===== src/pwt_consts.svh =====
// Register offsets, field positions, reset values and counts for the timer
// Included by the prescaler and timer modules
`ifndef PWT_CONSTS_SVH
`define PWT_CONSTS_SVH

// ----------------------------------------------------------------
// Register byte offsets
// ----------------------------------------------------------------
`define PWT_OFS_CTRL 8'h00
`define PWT_OFS_COUNT 8'h04
`define PWT_OFS_COMPARE 8'h08
`define PWT_OFS_FLAGS 8'h0c
`define PWT_OFS_PIN 8'h10

// ----------------------------------------------------------------
// Control register fields
// ----------------------------------------------------------------
`define PWT_CTRL_FORCE 7
`define PWT_CTRL_WGM0 6
`define PWT_CTRL_COM_HI 5
`define PWT_CTRL_COM_LO 4
`define PWT_CTRL_WGM1 3
`define PWT_CTRL_CS_HI 2
`define PWT_CTRL_CS_LO 0

// ----------------------------------------------------------------
// Flag register fields (write one to clear)
// ----------------------------------------------------------------
`define PWT_FLAG_CMP 1
`define PWT_FLAG_OVF 0

// ----------------------------------------------------------------
// Reset values and counter limits
// ----------------------------------------------------------------
`define PWT_RST_BYTE 8'h00
`define PWT_MAX 8'hff
`define PWT_BOTTOM 8'h00
`define PWT_PRESCALE_W 10

`endif


===== src/pwt_pkg.sv =====
// Types shared by the timer modules
// Assumes pwt_consts.svh is on the include path
package pwt_pkg;
  typedef enum logic [1:0] {
    PWT_NORMAL,
    PWT_PHASE,
    PWT_CTC,
    PWT_FAST
  } pwt_mode_t;

  typedef struct packed {
    logic [2:0] clk_sel;
    logic [1:0] com;
    pwt_mode_t mode;
  } pwt_cfg_t;

  typedef struct packed {
    logic cmp;
    logic ovf;
  } pwt_flags_t;

  typedef struct packed {
    logic awready;
    logic wready;
    logic bvalid;
    logic [1:0] bresp;
    logic arready;
    logic rvalid;
    logic [31:0] rdata;
    logic [1:0] rresp;
  } pwt_axi_s2m_t;

  typedef struct packed {
    logic [7:0] awaddr;
    logic awvalid;
    logic [31:0] wdata;
    logic [3:0] wstrb;
    logic wvalid;
    logic bready;
    logic [7:0] araddr;
    logic arvalid;
    logic rready;
  } pwt_axi_m2s_t;
endpackage


===== src/pwt_prescaler.sv =====
// Prescaler producing the timer tick enable from aclk
// Assumes a clock-select code 0..7; code 0 stops the timer
`timescale 1ns/100ps
`include "pwt_consts.svh"
module pwt_prescaler #(
  parameter int unsigned W = `PWT_PRESCALE_W
) (
  input wire logic aclk,
  input wire logic aresetn,
  input wire logic [2:0] clk_sel,
  output logic tick
);
  import pwt_pkg::*;

  typedef struct packed {
    logic [W-1:0] cnt;
  } pwt_pre_state_t;

  pwt_pre_state_t s_q, s_d;
  logic [W-1:0] mask;

  // ----------------------------------------------------------------
  // Divide by 1, 8, 32, 64, 128, 256, 1024
  // ----------------------------------------------------------------
  always_comb begin
    unique case (clk_sel)
      3'h1: mask = W'(0);
      3'h2: mask = W'(7);
      3'h3: mask = W'(31);
      3'h4: mask = W'(63);
      3'h5: mask = W'(127);
      3'h6: mask = W'(255);
      3'h7: mask = W'(1023);
      default: mask = W'(0);
    endcase
    s_d = s_q;
    s_d.cnt = s_q.cnt + W'(1);
  end

  assign tick = (clk_sel != 3'h0) && ((s_q.cnt & mask) == W'(0));

  always_ff @(posedge aclk) begin
    if (!aresetn) begin
      s_q <= '0;
    end else begin
      s_q <= s_d;
    end
  end
endmodule


===== src/pwt_axi_slave.sv =====
// AXI4-Lite slave front end: one write and one read at a time
// Assumes the core answers reads combinationally from rd_addr
`timescale 1ns/100ps
module pwt_axi_slave (
  input wire logic aclk,
  input wire logic aresetn,
  input wire pwt_pkg::pwt_axi_m2s_t m2s,
  output pwt_pkg::pwt_axi_s2m_t s2m,
  output logic wr_en,
  output logic [7:0] wr_addr,
  output logic [31:0] wr_data,
  output logic [3:0] wr_strb,
  output logic [7:0] rd_addr,
  input wire logic [31:0] rd_data,
  input wire logic rd_ok,
  input wire logic wr_ok
);
  import pwt_pkg::*;

  typedef struct packed {
    logic aw_have;
    logic w_have;
    logic [7:0] awaddr;
    logic [31:0] wdata;
    logic [3:0] wstrb;
    logic bvalid;
    logic [1:0] bresp;
    logic rvalid;
    logic [31:0] rdata;
    logic [1:0] rresp;
  } pwt_axi_state_t;

  pwt_axi_state_t s_q, s_d;
  logic aw_go, w_go, ar_go;

  assign aw_go = m2s.awvalid && !s_q.aw_have && !s_q.bvalid;
  assign w_go = m2s.wvalid && !s_q.w_have && !s_q.bvalid;
  assign ar_go = m2s.arvalid && !s_q.rvalid;
  assign rd_addr = m2s.araddr;
  assign wr_en = s_q.aw_have && s_q.w_have && !s_q.bvalid;
  assign wr_addr = s_q.awaddr;
  assign wr_data = s_q.wdata;
  assign wr_strb = s_q.wstrb;

  always_comb begin
    s_d = s_q;
    if (aw_go) begin
      s_d.aw_have = 1'b1;
      s_d.awaddr = m2s.awaddr;
    end
    if (w_go) begin
      s_d.w_have = 1'b1;
      s_d.wdata = m2s.wdata;
      s_d.wstrb = m2s.wstrb;
    end
    if (wr_en) begin
      s_d.aw_have = 1'b0;
      s_d.w_have = 1'b0;
      s_d.bvalid = 1'b1;
      s_d.bresp = wr_ok ? 2'h0 : 2'h2;
    end
    if (s_q.bvalid && m2s.bready) begin
      s_d.bvalid = 1'b0;
    end
    if (ar_go) begin
      s_d.rvalid = 1'b1;
      s_d.rdata = rd_ok ? rd_data : 32'h0000_0000;
      s_d.rresp = rd_ok ? 2'h0 : 2'h2;
    end else if (s_q.rvalid && m2s.rready) begin
      s_d.rvalid = 1'b0;
    end
  end

  always_comb begin
    s2m.awready = aw_go;
    s2m.wready = w_go;
    s2m.bvalid = s_q.bvalid;
    s2m.bresp = s_q.bresp;
    s2m.arready = ar_go;
    s2m.rvalid = s_q.rvalid;
    s2m.rdata = s_q.rdata;
    s2m.rresp = s_q.rresp;
  end

  always_ff @(posedge aclk) begin
    if (!aresetn) begin
      s_q <= '0;
    end else begin
      s_q <= s_d;
    end
  end
endmodule


===== src/pwt_timer.sv =====
// 8-bit waveform timer: clear-on-compare, fast PWM, phase-correct PWM
// Assumes AXI4-Lite master on aclk; pin direction bit from the port block
//
// Operation
// - Clear-on-compare counts up to compare value, then clears to zero.
// - Clear-on-compare compare unbuffered; missed match waits for wrap past 0xff.
// - Clear-on-compare sets compare flag whenever count reaches top.
// - Clear-on-compare with output mode 1 toggles output each match.
// - Waveform output reaches pin only while direction bit selects output.
// - Clear-on-compare sets overflow flag when count rolls 0xff to 0x00, except on a compare match at 0xff.
// - Mode 3 is fast PWM counting bottom to maximum, then restarting.
// - Fast PWM holds maximum one tick then clears; 256 tick period.
// - Fast PWM sets overflow flag each time count reaches maximum.
// - Fast PWM mode 2 clears on match/sets at bottom; 3 inverse.
// - Fast PWM applies match action on equality, opposite at wrap.
// - Fast PWM compare bottom gives spike; maximum gives constant level.
// - Fast PWM mode 1 toggles on match; compare stays double buffered.
// - Mode 1 is phase-correct PWM counting up then down repeatedly.
// - Phase-correct reverses at maximum, held one tick; 510 tick period.
// - Phase-correct sets overflow flag at bottom rather than maximum.
// - Phase-correct mode 2 clears on up match, sets on down match.
// - Phase-correct mode 2 compare bottom gives constant low, maximum constant high.
// - Phase-correct applies up-count match result at maximum for symmetry.
// - Timer tick acts as enable qualifying the single clock.
// - Tick enable from prescaler dividing by 1,8,32,64,128,256,1024.
// - Phase-correct resolution fixed at eight bits, top 0xff.
// - Force strobe acts at once in non-PWM modes; no flag, no clear.
// - Software count write suppresses compare match on next tick.
// - PWM with compare at top and high mode bit: act at top only.
`timescale 1ns/100ps
`include "pwt_consts.svh"
module pwt_timer #(
  parameter int unsigned PRESCALE_W = `PWT_PRESCALE_W
) (
  input wire logic aclk,
  input wire logic aresetn,
  input wire pwt_pkg::pwt_axi_m2s_t axi_m2s,
  output pwt_pkg::pwt_axi_s2m_t axi_s2m,
  input wire logic pin_dir_out,
  output logic waveform_output,
  output logic pin_out,
  output logic pin_oe,
  output logic compare_match_flag,
  output logic overflow_flag
);
  import pwt_pkg::*;

  // ----------------------------------------------------------------
  // State
  // ----------------------------------------------------------------
  typedef struct packed {
    pwt_cfg_t cfg;
    logic [7:0] count_value;
    logic [7:0] compare_value;
    logic [7:0] compare_buf;
    logic count_down;
    logic block_match;
    logic wave;
    pwt_flags_t flags;
  } pwt_state_t;

  pwt_state_t s_q, s_d;

  logic wr_en;
  logic [7:0] wr_addr;
  logic [31:0] wr_data;
  logic [3:0] wr_strb;
  logic [7:0] rd_addr;
  logic [31:0] rd_data;
  logic rd_ok;
  logic wr_ok;
  logic tick;

  pwt_axi_slave u_bus (
    .aclk(aclk),
    .aresetn(aresetn),
    .m2s(axi_m2s),
    .s2m(axi_s2m),
    .wr_en(wr_en),
    .wr_addr(wr_addr),
    .wr_data(wr_data),
    .wr_strb(wr_strb),
    .rd_addr(rd_addr),
    .rd_data(rd_data),
    .rd_ok(rd_ok),
    .wr_ok(wr_ok)
  );

  pwt_prescaler #(
    .W(PRESCALE_W)
  ) u_pre (
    .aclk(aclk),
    .aresetn(aresetn),
    .clk_sel(s_q.cfg.clk_sel),
    .tick(tick)
  );

  // ----------------------------------------------------------------
  // Register decode
  // ----------------------------------------------------------------
  logic wr_lane0;
  logic wr_ctrl, wr_count, wr_compare, wr_flags;
  logic force_compare_strobe;
  logic [7:0] ctrl_rd;

  assign wr_lane0 = wr_en && wr_strb[0];
  assign wr_ctrl = wr_lane0 && wr_addr == `PWT_OFS_CTRL;
  assign wr_count = wr_lane0 && wr_addr == `PWT_OFS_COUNT;
  assign wr_compare = wr_lane0 && wr_addr == `PWT_OFS_COMPARE;
  assign wr_flags = wr_lane0 && wr_addr == `PWT_OFS_FLAGS;
  assign force_compare_strobe = wr_ctrl && wr_data[`PWT_CTRL_FORCE];

  always_comb begin
    ctrl_rd = 8'h00;
    // Force bit always reads zero
    ctrl_rd[`PWT_CTRL_FORCE] = 1'b0;
    ctrl_rd[`PWT_CTRL_WGM0] = s_q.cfg.mode[0];
    ctrl_rd[`PWT_CTRL_WGM1] = s_q.cfg.mode[1];
    ctrl_rd[`PWT_CTRL_COM_HI:`PWT_CTRL_COM_LO] = s_q.cfg.com;
    ctrl_rd[`PWT_CTRL_CS_HI:`PWT_CTRL_CS_LO] = s_q.cfg.clk_sel;
  end

  always_comb begin
    rd_ok = 1'b1;
    unique case (rd_addr)
      `PWT_OFS_CTRL: rd_data = {24'h000000, ctrl_rd};
      `PWT_OFS_COUNT: rd_data = {24'h000000, s_q.count_value};
      `PWT_OFS_COMPARE: rd_data = {24'h000000, s_q.compare_buf};
      `PWT_OFS_FLAGS: rd_data = {30'h0, s_q.flags};
      `PWT_OFS_PIN: rd_data = {30'h0, pin_dir_out, s_q.wave};
      default: begin
        rd_data = 32'h0000_0000;
        rd_ok = 1'b0;
      end
    endcase
  end

  assign wr_ok = (wr_addr == `PWT_OFS_CTRL) || (wr_addr == `PWT_OFS_COUNT)
    || (wr_addr == `PWT_OFS_COMPARE) || (wr_addr == `PWT_OFS_FLAGS)
    || (wr_addr == `PWT_OFS_PIN);

  // ----------------------------------------------------------------
  // Counter and waveform
  // ----------------------------------------------------------------
  logic is_pwm, at_max, at_bottom, match, wrap_fast;
  logic [7:0] cv;

  assign is_pwm = s_q.cfg.mode == PWT_FAST || s_q.cfg.mode == PWT_PHASE;
  assign cv = s_q.compare_value;
  assign at_max = s_q.count_value == `PWT_MAX;
  assign at_bottom = s_q.count_value == `PWT_BOTTOM;
  assign match = s_q.count_value == cv && !s_q.block_match;
  assign wrap_fast = s_q.cfg.mode == PWT_FAST && at_max;

  always_comb begin
    s_d = s_q;
    // Write one to clear; any set later in this cycle wins
    if (wr_flags) begin
      if (wr_data[`PWT_FLAG_CMP]) begin
        s_d.flags.cmp = 1'b0;
      end
      if (wr_data[`PWT_FLAG_OVF]) begin
        s_d.flags.ovf = 1'b0;
      end
    end
    if (tick) begin
      s_d.block_match = 1'b0;
      unique case (s_q.cfg.mode)
        PWT_NORMAL: begin
          s_d.count_value = s_q.count_value + 8'h01;
          if (at_max) s_d.flags.ovf = 1'b1;
          if (match) s_d.flags.cmp = 1'b1;
        end
        PWT_CTC: begin
          if (match) begin
            s_d.count_value = `PWT_BOTTOM;
            s_d.flags.cmp = 1'b1;
          end else begin
            // Unbuffered compare: a missed match wraps through 0xff
            s_d.count_value = s_q.count_value + 8'h01;
          end
          if (at_max && !match) s_d.flags.ovf = 1'b1;
        end
        PWT_FAST: begin
          // Count up, hold max one tick, then bottom
          s_d.count_value = s_q.count_value + 8'h01;
          if (at_max) begin
            s_d.flags.ovf = 1'b1;
            s_d.compare_value = s_q.compare_buf;
          end
          if (match) s_d.flags.cmp = 1'b1;
        end
        PWT_PHASE: begin
          // Fixed 8-bit top, direction flips at max and bottom
          if (s_q.count_down) begin
            s_d.count_value = s_q.count_value - 8'h01;
            if (s_q.count_value == 8'h01) s_d.count_down = 1'b0;
          end else begin
            s_d.count_value = s_q.count_value + 8'h01;
            if (s_q.count_value == 8'hfe) s_d.count_down = 1'b1;
          end
          if (at_max) begin
            s_d.count_value = 8'hfe;
            s_d.count_down = 1'b1;
            s_d.compare_value = s_q.compare_buf;
          end
          if (at_bottom) begin
            s_d.count_value = 8'h01;
            s_d.count_down = 1'b0;
            s_d.flags.ovf = 1'b1;
          end
          if (match) s_d.flags.cmp = 1'b1;
        end
      endcase

      // Output action
      unique case (s_q.cfg.mode)
        PWT_NORMAL, PWT_CTC: begin
          if (match) begin
            unique case (s_q.cfg.com)
              2'h1: s_d.wave = !s_q.wave;
              2'h2: s_d.wave = 1'b0;
              2'h3: s_d.wave = 1'b1;
              default: s_d.wave = s_q.wave;
            endcase
          end
        end
        PWT_FAST: begin
          if (s_q.cfg.com == 2'h1) begin
            if (match) s_d.wave = !s_q.wave;
          end else if (s_q.cfg.com[1]) begin
            // Match at top ignored, level set at wrap instead
            if (match && cv != `PWT_MAX) begin
              s_d.wave = s_q.cfg.com[0];
            end
            if (wrap_fast) begin
              // Spike at compare bottom, constant at max
              s_d.wave = !s_q.cfg.com[0];
            end
          end
        end
        PWT_PHASE: begin
          if (s_q.cfg.com[1]) begin
            if (at_max) begin
              // At top: compare max holds down-match level, else up-match level
              s_d.wave = (cv == `PWT_MAX) ? !s_q.cfg.com[0]
                : s_q.cfg.com[0];
            end else if (match) begin
              s_d.wave = s_q.count_down ? !s_q.cfg.com[0]
                : s_q.cfg.com[0];
            end
            if (cv == `PWT_BOTTOM && at_bottom) begin
              s_d.wave = s_q.cfg.com[0];
            end
          end
        end
      endcase
    end

    // Forced compare in non-PWM modes, no flag and no clear
    if (force_compare_strobe && !is_pwm) begin
      unique case (s_q.cfg.com)
        2'h1: s_d.wave = !s_q.wave;
        2'h2: s_d.wave = 1'b0;
        2'h3: s_d.wave = 1'b1;
        default: s_d.wave = s_q.wave;
      endcase
    end

    // Software writes
    if (wr_ctrl) begin
      s_d.cfg.mode = pwt_mode_t'({wr_data[`PWT_CTRL_WGM1],
        wr_data[`PWT_CTRL_WGM0]});
      s_d.cfg.com = wr_data[`PWT_CTRL_COM_HI:`PWT_CTRL_COM_LO];
      s_d.cfg.clk_sel = wr_data[`PWT_CTRL_CS_HI:`PWT_CTRL_CS_LO];
    end
    if (wr_count) begin
      s_d.count_value = wr_data[7:0];
      s_d.block_match = 1'b1;
    end
    if (wr_compare) begin
      s_d.compare_buf = wr_data[7:0];
      if (!is_pwm) s_d.compare_value = wr_data[7:0];
    end
  end

  always_ff @(posedge aclk) begin
    if (!aresetn) begin
      s_q <= '0;
    end else begin
      s_q <= s_d;
    end
  end

  // ----------------------------------------------------------------
  // Outputs
  // ----------------------------------------------------------------
  assign waveform_output = s_q.wave;
  assign pin_out = s_q.wave;
  assign pin_oe = pin_dir_out && s_q.cfg.com != 2'h0;
  assign compare_match_flag = s_q.flags.cmp;
  assign overflow_flag = s_q.flags.ovf;
endmodule


===== config.mk =====
export PLATFORM = sky130hd
export DESIGN_NAME = pwt_timer
export DESIGN_NICKNAME = d
export VERILOG_FILES = /design/src/pwt_pkg.sv /design/src/pwt_prescaler.sv /design/src/pwt_axi_slave.sv /design/src/pwt_timer.sv
export VERILOG_INCLUDE_DIRS = /design/src
export SDC_FILE = /design/constraint.sdc
export NUM_CORES = 1
export LEC_CHECK = 0
export BUFFER_PORTS_ARGS = -buffer_cell sky130_fd_sc_hd__buf_2
export CAP_MARGIN = 20
export CORE_MARGIN = 3
export CORE_UTILIZATION = 35
export DETAILED_ROUTE_END_ITERATION = 12
export REMOVE_ABC_BUFFERS = 1
export SYNTH_ARGS = -nofsm -noshare
export SYNTH_HDL_FRONTEND = slang
export SYNTH_SLANG_ARGS = --single-unit

===== constraint.sdc =====
create_clock -name aclk -period 4.15 [get_ports aclk]
set_input_delay 0 -clock aclk [delete_from_list [all_inputs] [get_ports aclk]]
set_output_delay 0 -clock aclk [all_outputs]
set_load 0.02 [all_outputs]

== Yosys cells after proc, flatten, opt, wreduce, memory -nomap -nowiden ==
Cells that the tools add are included.
Storage, ports and cells
  output and inout bits: 46
  bits in registers: 103
  logic and storage cells: 163
  input port bits: 60
Cells by class
  bitwise operators: 2
  reduce and logical (&&, ||, !) cells: 55
  muxes and demuxes: 49
  eq/ne operators: 32
  add/sub/neg operators: 3
Operators by type and width (number)
  $pmux W10 S6: 1
  $mux W8: 7
  $mux W16: 3
  $pmux W8 S5: 1
  $eq A8 B4 Y1 const B: 4
  $logic_not A8 Y1: 4
  $mux W1: 28
  $eq A8 B8 Y1 const B: 3
  $pmux W8 S3: 1
  $logic_and A1 B1 Y1: 23
  $eq A8 B3 Y1 const B: 2
  $eq A8 B5 Y1 const B: 2
  $pmux W8 S2: 1
  $eq A3 B3 Y1 const B: 4
  $add A10 B1 Y10 const B: 1
  $and A10 B10 Y10: 1
  $logic_not A10 Y1: 1
  $logic_not A1 Y1: 9
  $add A8 B1 Y8 const B: 1
  $eq A2 B2 Y1 const B: 4
  $eq A8 B1 Y1 const B: 1
  $eq A8 B8 Y1: 1
  $ne A8 B8 Y1 const B: 1
  $reduce_bool A2 Y1: 4
  other kinds (21): 33

== Depth between registers and ports, before layout ==
  depth in word-level cells: 10
  gate-level depth with buffers: 10
  mapped depth without buffers: 9

== By module ==
From an unflattened synthesis, not the netlist that was laid out.
Unflattened totals
  cells, all modules: 884
  area, all modules: 7158.1 um^2
Modules (own cells, without submodules)
  pwt_axi_slave: area each 3807.4 um^2, instances 1, cells an instance 457, seq. area each 1641.6 um^2
  pwt_timer: area each 2876.5 um^2, instances 1, cells an instance 371, seq. area each 720.7 um^2
  pwt_prescaler: area each 474.2 um^2, instances 1, cells an instance 56, seq. area each 200.2 um^2

== Least setup slack after synthesis ==
Ideal clock, no wire load.
  path type: register to register
  start: reg s_q[21] (netlist bit)
  end: reg s_q (netlist bit pin_out)
  clock period less this slack: 2401 ps
  stages on the path, launching flop included: 11
  data required time: 4055 ps
  data arrival time: 2305 ps
  slack: 1749 ps
  buffers on the path: 1
  library setup time: 95 ps
  path through: dfxtp_1 clkbuf_1 inv_1 ha_1 nor3b_1 nand4_1 a311oi_1 a22o_1 nand2_1 a2111o_1 o311ai_1
Between the ends
  word-level cells in the longest chain between the ends: 8
  elaborated cells between the ends (all ways): 21
  those cells by class: eq/ne (6); mux (9); reduce/logical (6)
RTL lines
  start, declared: line pwt_timer.sv:62  | pwt_state_t s_q, s_d;
  start signal, assigned: line pwt_timer.sv:289  | s_q <= '0;
  start signal, assigned: line pwt_timer.sv:291  | s_q <= s_d;
  $eq A8 B8 Y1 (no line)
  $logic_and A1 B1 Y1: line pwt_timer.sv:153  | assign wrap_fast = s_q.cfg.mode == PWT_FAST && at_max;
  $mux W1: line pwt_timer.sv:236  | if (wrap_fast) begin
  $mux W1: line pwt_timer.sv:231  | end else if (s_q.cfg.com[1]) begin
  $mux W1: line pwt_timer.sv:229  | if (s_q.cfg.com == 2'h1) begin
  $pmux W1 S3: line pwt_timer.sv:217  | unique case (s_q.cfg.mode)
  $mux W4: line pwt_timer.sv:166  | if (tick) begin
  $mux W1: line pwt_timer.sv:261  | if (force_compare_strobe && !is_pwm) begin
Several ways; a longest one is shown, not always the timed one. The select of a mux whose other input is x is not followed.
A chain may end at the register's enable or synchronous reset.

== Worst setup path after layout ==
  start: reg s_q[27] (netlist bit)
  end: reg s_q (netlist bit pin_out)
Same word-level chain as after synthesis.

==> flow_metrics.tcl <==
set metrics [dict create \
    rr_worst_depth 7 \
    timing.hold.ws_ns 0.0170 \
    timing.setup.tns_ns 0 \
    worstSetupStartpointType "flip-flop" \
    post-route-worst-setup-slack_ns 1.26 \
    synth.ff_latch_count 77 \
    nets 672 \
    worst_setup_slack_for_register_to_register_paths_ns 1.26 \
    ctsHtreeMaxLevel 3 \
    half_perimeter_wire_length_of_the_detailed_placement_result_um 8460 \
    cts.sinks 77 \
    wire_per_inst_um 15.4 \
    grt_overflow 0 \
    sort_of_element_at_the_end_of_the_critical_path "flip-flop" \
    power.switching_fraction_pct 24.9 \
    worst_ep_arrival_time_ns 3.14 \
    postSynth.asyncResetShare_pct 0 \
    die_area_mm2 0.0148 \
    antenna_cells_inserted 0 \
    layout-area-overhead-vs-synth_pct 14.0 \
    rsz0062_at_grt "false" \
    worst_hold_path_type "input pin to flip-flop" \
    grt_pass1_vias 3744 \
    clk_pin_slew_worst_paths_ns 0.06 \
    cts_buffers 9 \
    tritoncts_clock_tree "built" \
    sw_pwr_uw 412 \
    final-setup-viol-count 0 \
    timing.final.crit_period_ns 2.89 \
    io_pins 106 \
    fp.coreArea_mm2 0.0128 \
    p_leak_nw 2.03 \
    synth.largest_area_cell "sky130_fd_sc_hd__dfxtp_1" \
    detailedRoute.firstPassIterationCount 5 \
    initial_utilization_pct 36.5 \
    most_common_cell_in_the_synthesized_netlist "sky130_fd_sc_hd__dfxtp_1" \
    grt_start_max_net_pins 48 \
    root_buffer "sky130_fd_sc_hd__clkbuf_16" \
    synth.distinct_cells 56 \
    syn-mean-instance-area_um2 8.27 \
    final.period_utilization_pct 69.7 \
    whs_path_depth 3 \
    detailroute.via_count 4205 \
    track_usage_pct 16.3 \
    finalMaxSlewViolations 0 \
    cellInternalPower_mw 1.24 \
    drv_cap 0 \
    grt_first_pass_wirelength_um 19300 \
    power.density_cell_area_mw_per_mm2 311 \
    row_count 41 \
    final.setup_skew_ns 0.00862 \
    power.clock.fraction_pct 43.8 \
    hold_viol_final 0 \
    final_antenna_net_count 0 \
    worst_ir_drop_vdd_mv 0.254 \
    place.port_buffers 52 \
    routed_via_density 5.39 \
    max_freq_mhz 346 \
    drive_above_1_share_pct 13.0 \
    ys.flop_type "sky130_fd_sc_hd__dfxtp_1" \
    dp_cells 740 \
    clock_path_buffers 2 \
    worst_pin_slew_ns 1.01 \
    post_dp_cell_area_mm2 0.00482 \
    synth_warnings 0 \
    detail_route.iter0.violations 211 \
    synthDominantCellAreaShare_pct 32.9 \
    dpl_worst_slack_ns 1.34 \
    status "completed" \
    chipHeight_um 122 \
    synth.top_cells.by_area "sky130_fd_sc_hd__dfxtp_1, sky130_fd_sc_hd__mux2i_1, sky130_fd_sc_hd__buf_4" \
    floorplan.die.width_um 122 \
    ys_seq_area_share_pct 32.9 \
    critical_path_class "flip-flop to flip-flop" \
    clkLatencyLatePin_ns 0.34 \
    yosys-top-cells-count "sky130_fd_sc_hd__dfxtp_1, sky130_fd_sc_hd__nand2_1, sky130_fd_sc_hd__buf_4, sky130_fd_sc_hd__nor2b_1, sky130_fd_sc_hd__mux2i_1" \
    syn_inst 566 \
    synth.cell_area_mm2 0.00468 \
    sequential_cell_fraction_of_total_power_pct 47.1 \
    antenna_violations_before_repair 0 \
    finish.cell_count_without_fillers 780 \
    cts_setup_buffers 0 \
    biggest_fanout_along_the_worst_timing_path 12 \
    combinational_fraction_of_design_power_pct 9.1 \
    drc 0 \
    fin_util_pct 41.6 \
    critPathRequiredTime_ns 4.39 \
    synth_enable_flop_cells 0 \
    globalplace.congestion 0.918 \
    post-route-cell-area_mm2 0.00534 \
    maxSlewHeadroom_pct 32.5 \
    finalWirelength_um 12000 \
    power_mw 1.66 \
]
[what timing repair did]
item	4_1_cts	5_1_grt
hold buffers	24	0
resized for setup	0	0
hold endpoints to repair	21	0
[state kept, by name (all words and copies together) (netlist names)]
name,flops
compare_match_flag,1
ctrl_rd,7
cv,8
overflow_flag,1
pin_out,1
s_q,18
u_bus.s2m,12
u_bus.s_q,2
u_bus.wr_addr,8
u_bus.wr_data,8
u_bus.wr_strb,1
u_pre.s_q,10
[critical path: stages, from the launching register on]
cell and delay (ns):
sky130_fd_sc_hd__dfxtp_1 0.62, sky130_fd_sc_hd__xor2_1 0.13, sky130_fd_sc_hd__nor4_1 0.38, sky130_fd_sc_hd__nor3b_1 0.86, sky130_fd_sc_hd__a22o_1 0.27, sky130_fd_sc_hd__nand2_1 0.07
sky130_fd_sc_hd__a2111o_1 0.41, sky130_fd_sc_hd__o311ai_1 0.07
[worst paths after layout]
path,from,to
max,s_q[27]$_SDFFE_PN0P_,pin_out$_SDFFE_PN0P_
min,axi_m2s[48],u_bus.s_q[83]$_SDFFE_PP0P_
max reg2reg,s_q[27]$_SDFFE_PN0P_,pin_out$_SDFFE_PN0P_
min reg2reg,s_q[3]$_SDFFE_PN0P_,s_q[3]$_SDFFE_PN0P_
[layout make-up]
| cell class | instances | area [um^2] |
|---|---|---|
| flip-flops and latches | 77 | 1540 |
| clock buffers | 10 | 239 |
| repair buffers | 79 | 523 |
| well taps | 172 | 215 |
| clock inverters | 6 | 37.5 |
| fillers | 1305 | 7490 |
| inverters | 14 | 52.6 |
| multi-input cells | 422 | 2730 |
[power by group through the flow]
stage | clock [mW] | combinational, mW | sequential, mW
finish | 0.726 | 0.150 | 0.781
global route | 0.774 | 0.166 | 0.784
CTS | 0.743 | 0.150 | 0.781
detailed placement | 0 | 0.132 | 0.797
global placement | 0 | 0.130 | 0.795
floorplan | 0 | 0.0843 | 0.791
[per-layer routing]
layer	share of wire, %	up-vias	GRT usage [%]
li1	-	2019	-
met1	46	1972	22.9
met4	1.4	0	3.78
met3	8.7	18	3.76
met2	44	196	25.6
met5	0	-	0
[cell families (layout without fill, tap and decap cells)]
| group | Yosys count | in the layout | synth area share, % |
|---|---|---|---|
| buffers and inverters | 92 | 109 | 11.0 |
| AND/OR/NAND/NOR | 201 | 201 | 23.0 |
| adder cells (fa/ha/maj) | 9 | 9 | 2.41 |
| other | 1 | 26 | 0.0802 |
| XOR/XNOR | 21 | 21 | 3.93 |
| flip-flops | 77 | 77 | 33.0 |
| AO/OA/AOI/OAI | 123 | 123 | 17.1 |
| multiplexers | 42 | 42 | 9.55 |
[placed cells by master (no fill, tap or decap), types with 10 or more instances in the layout]
cell                            synthesis  layout
sky130_fd_sc_hd__mux2i_1               39      39
sky130_fd_sc_hd__nor2_1                16      16
sky130_fd_sc_hd__nand2_1               53      53
sky130_fd_sc_hd__nor2b_1               41      41
sky130_fd_sc_hd__inv_1                 14      14
sky130_fd_sc_hd__dlygate4sd3_1          0      24
sky130_fd_sc_hd__o21ai_0               29      29
sky130_fd_sc_hd__xnor2_1               14      14
sky130_fd_sc_hd__nand4_1               10      10
sky130_fd_sc_hd__dfxtp_1               77      77
sky130_fd_sc_hd__nand3_1               23      23
sky130_fd_sc_hd__conb_1                 1      26
sky130_fd_sc_hd__a21oi_1               29      29
sky130_fd_sc_hd__buf_2                  2      52
No activity file was read; power rests on OpenSTA's default activity.
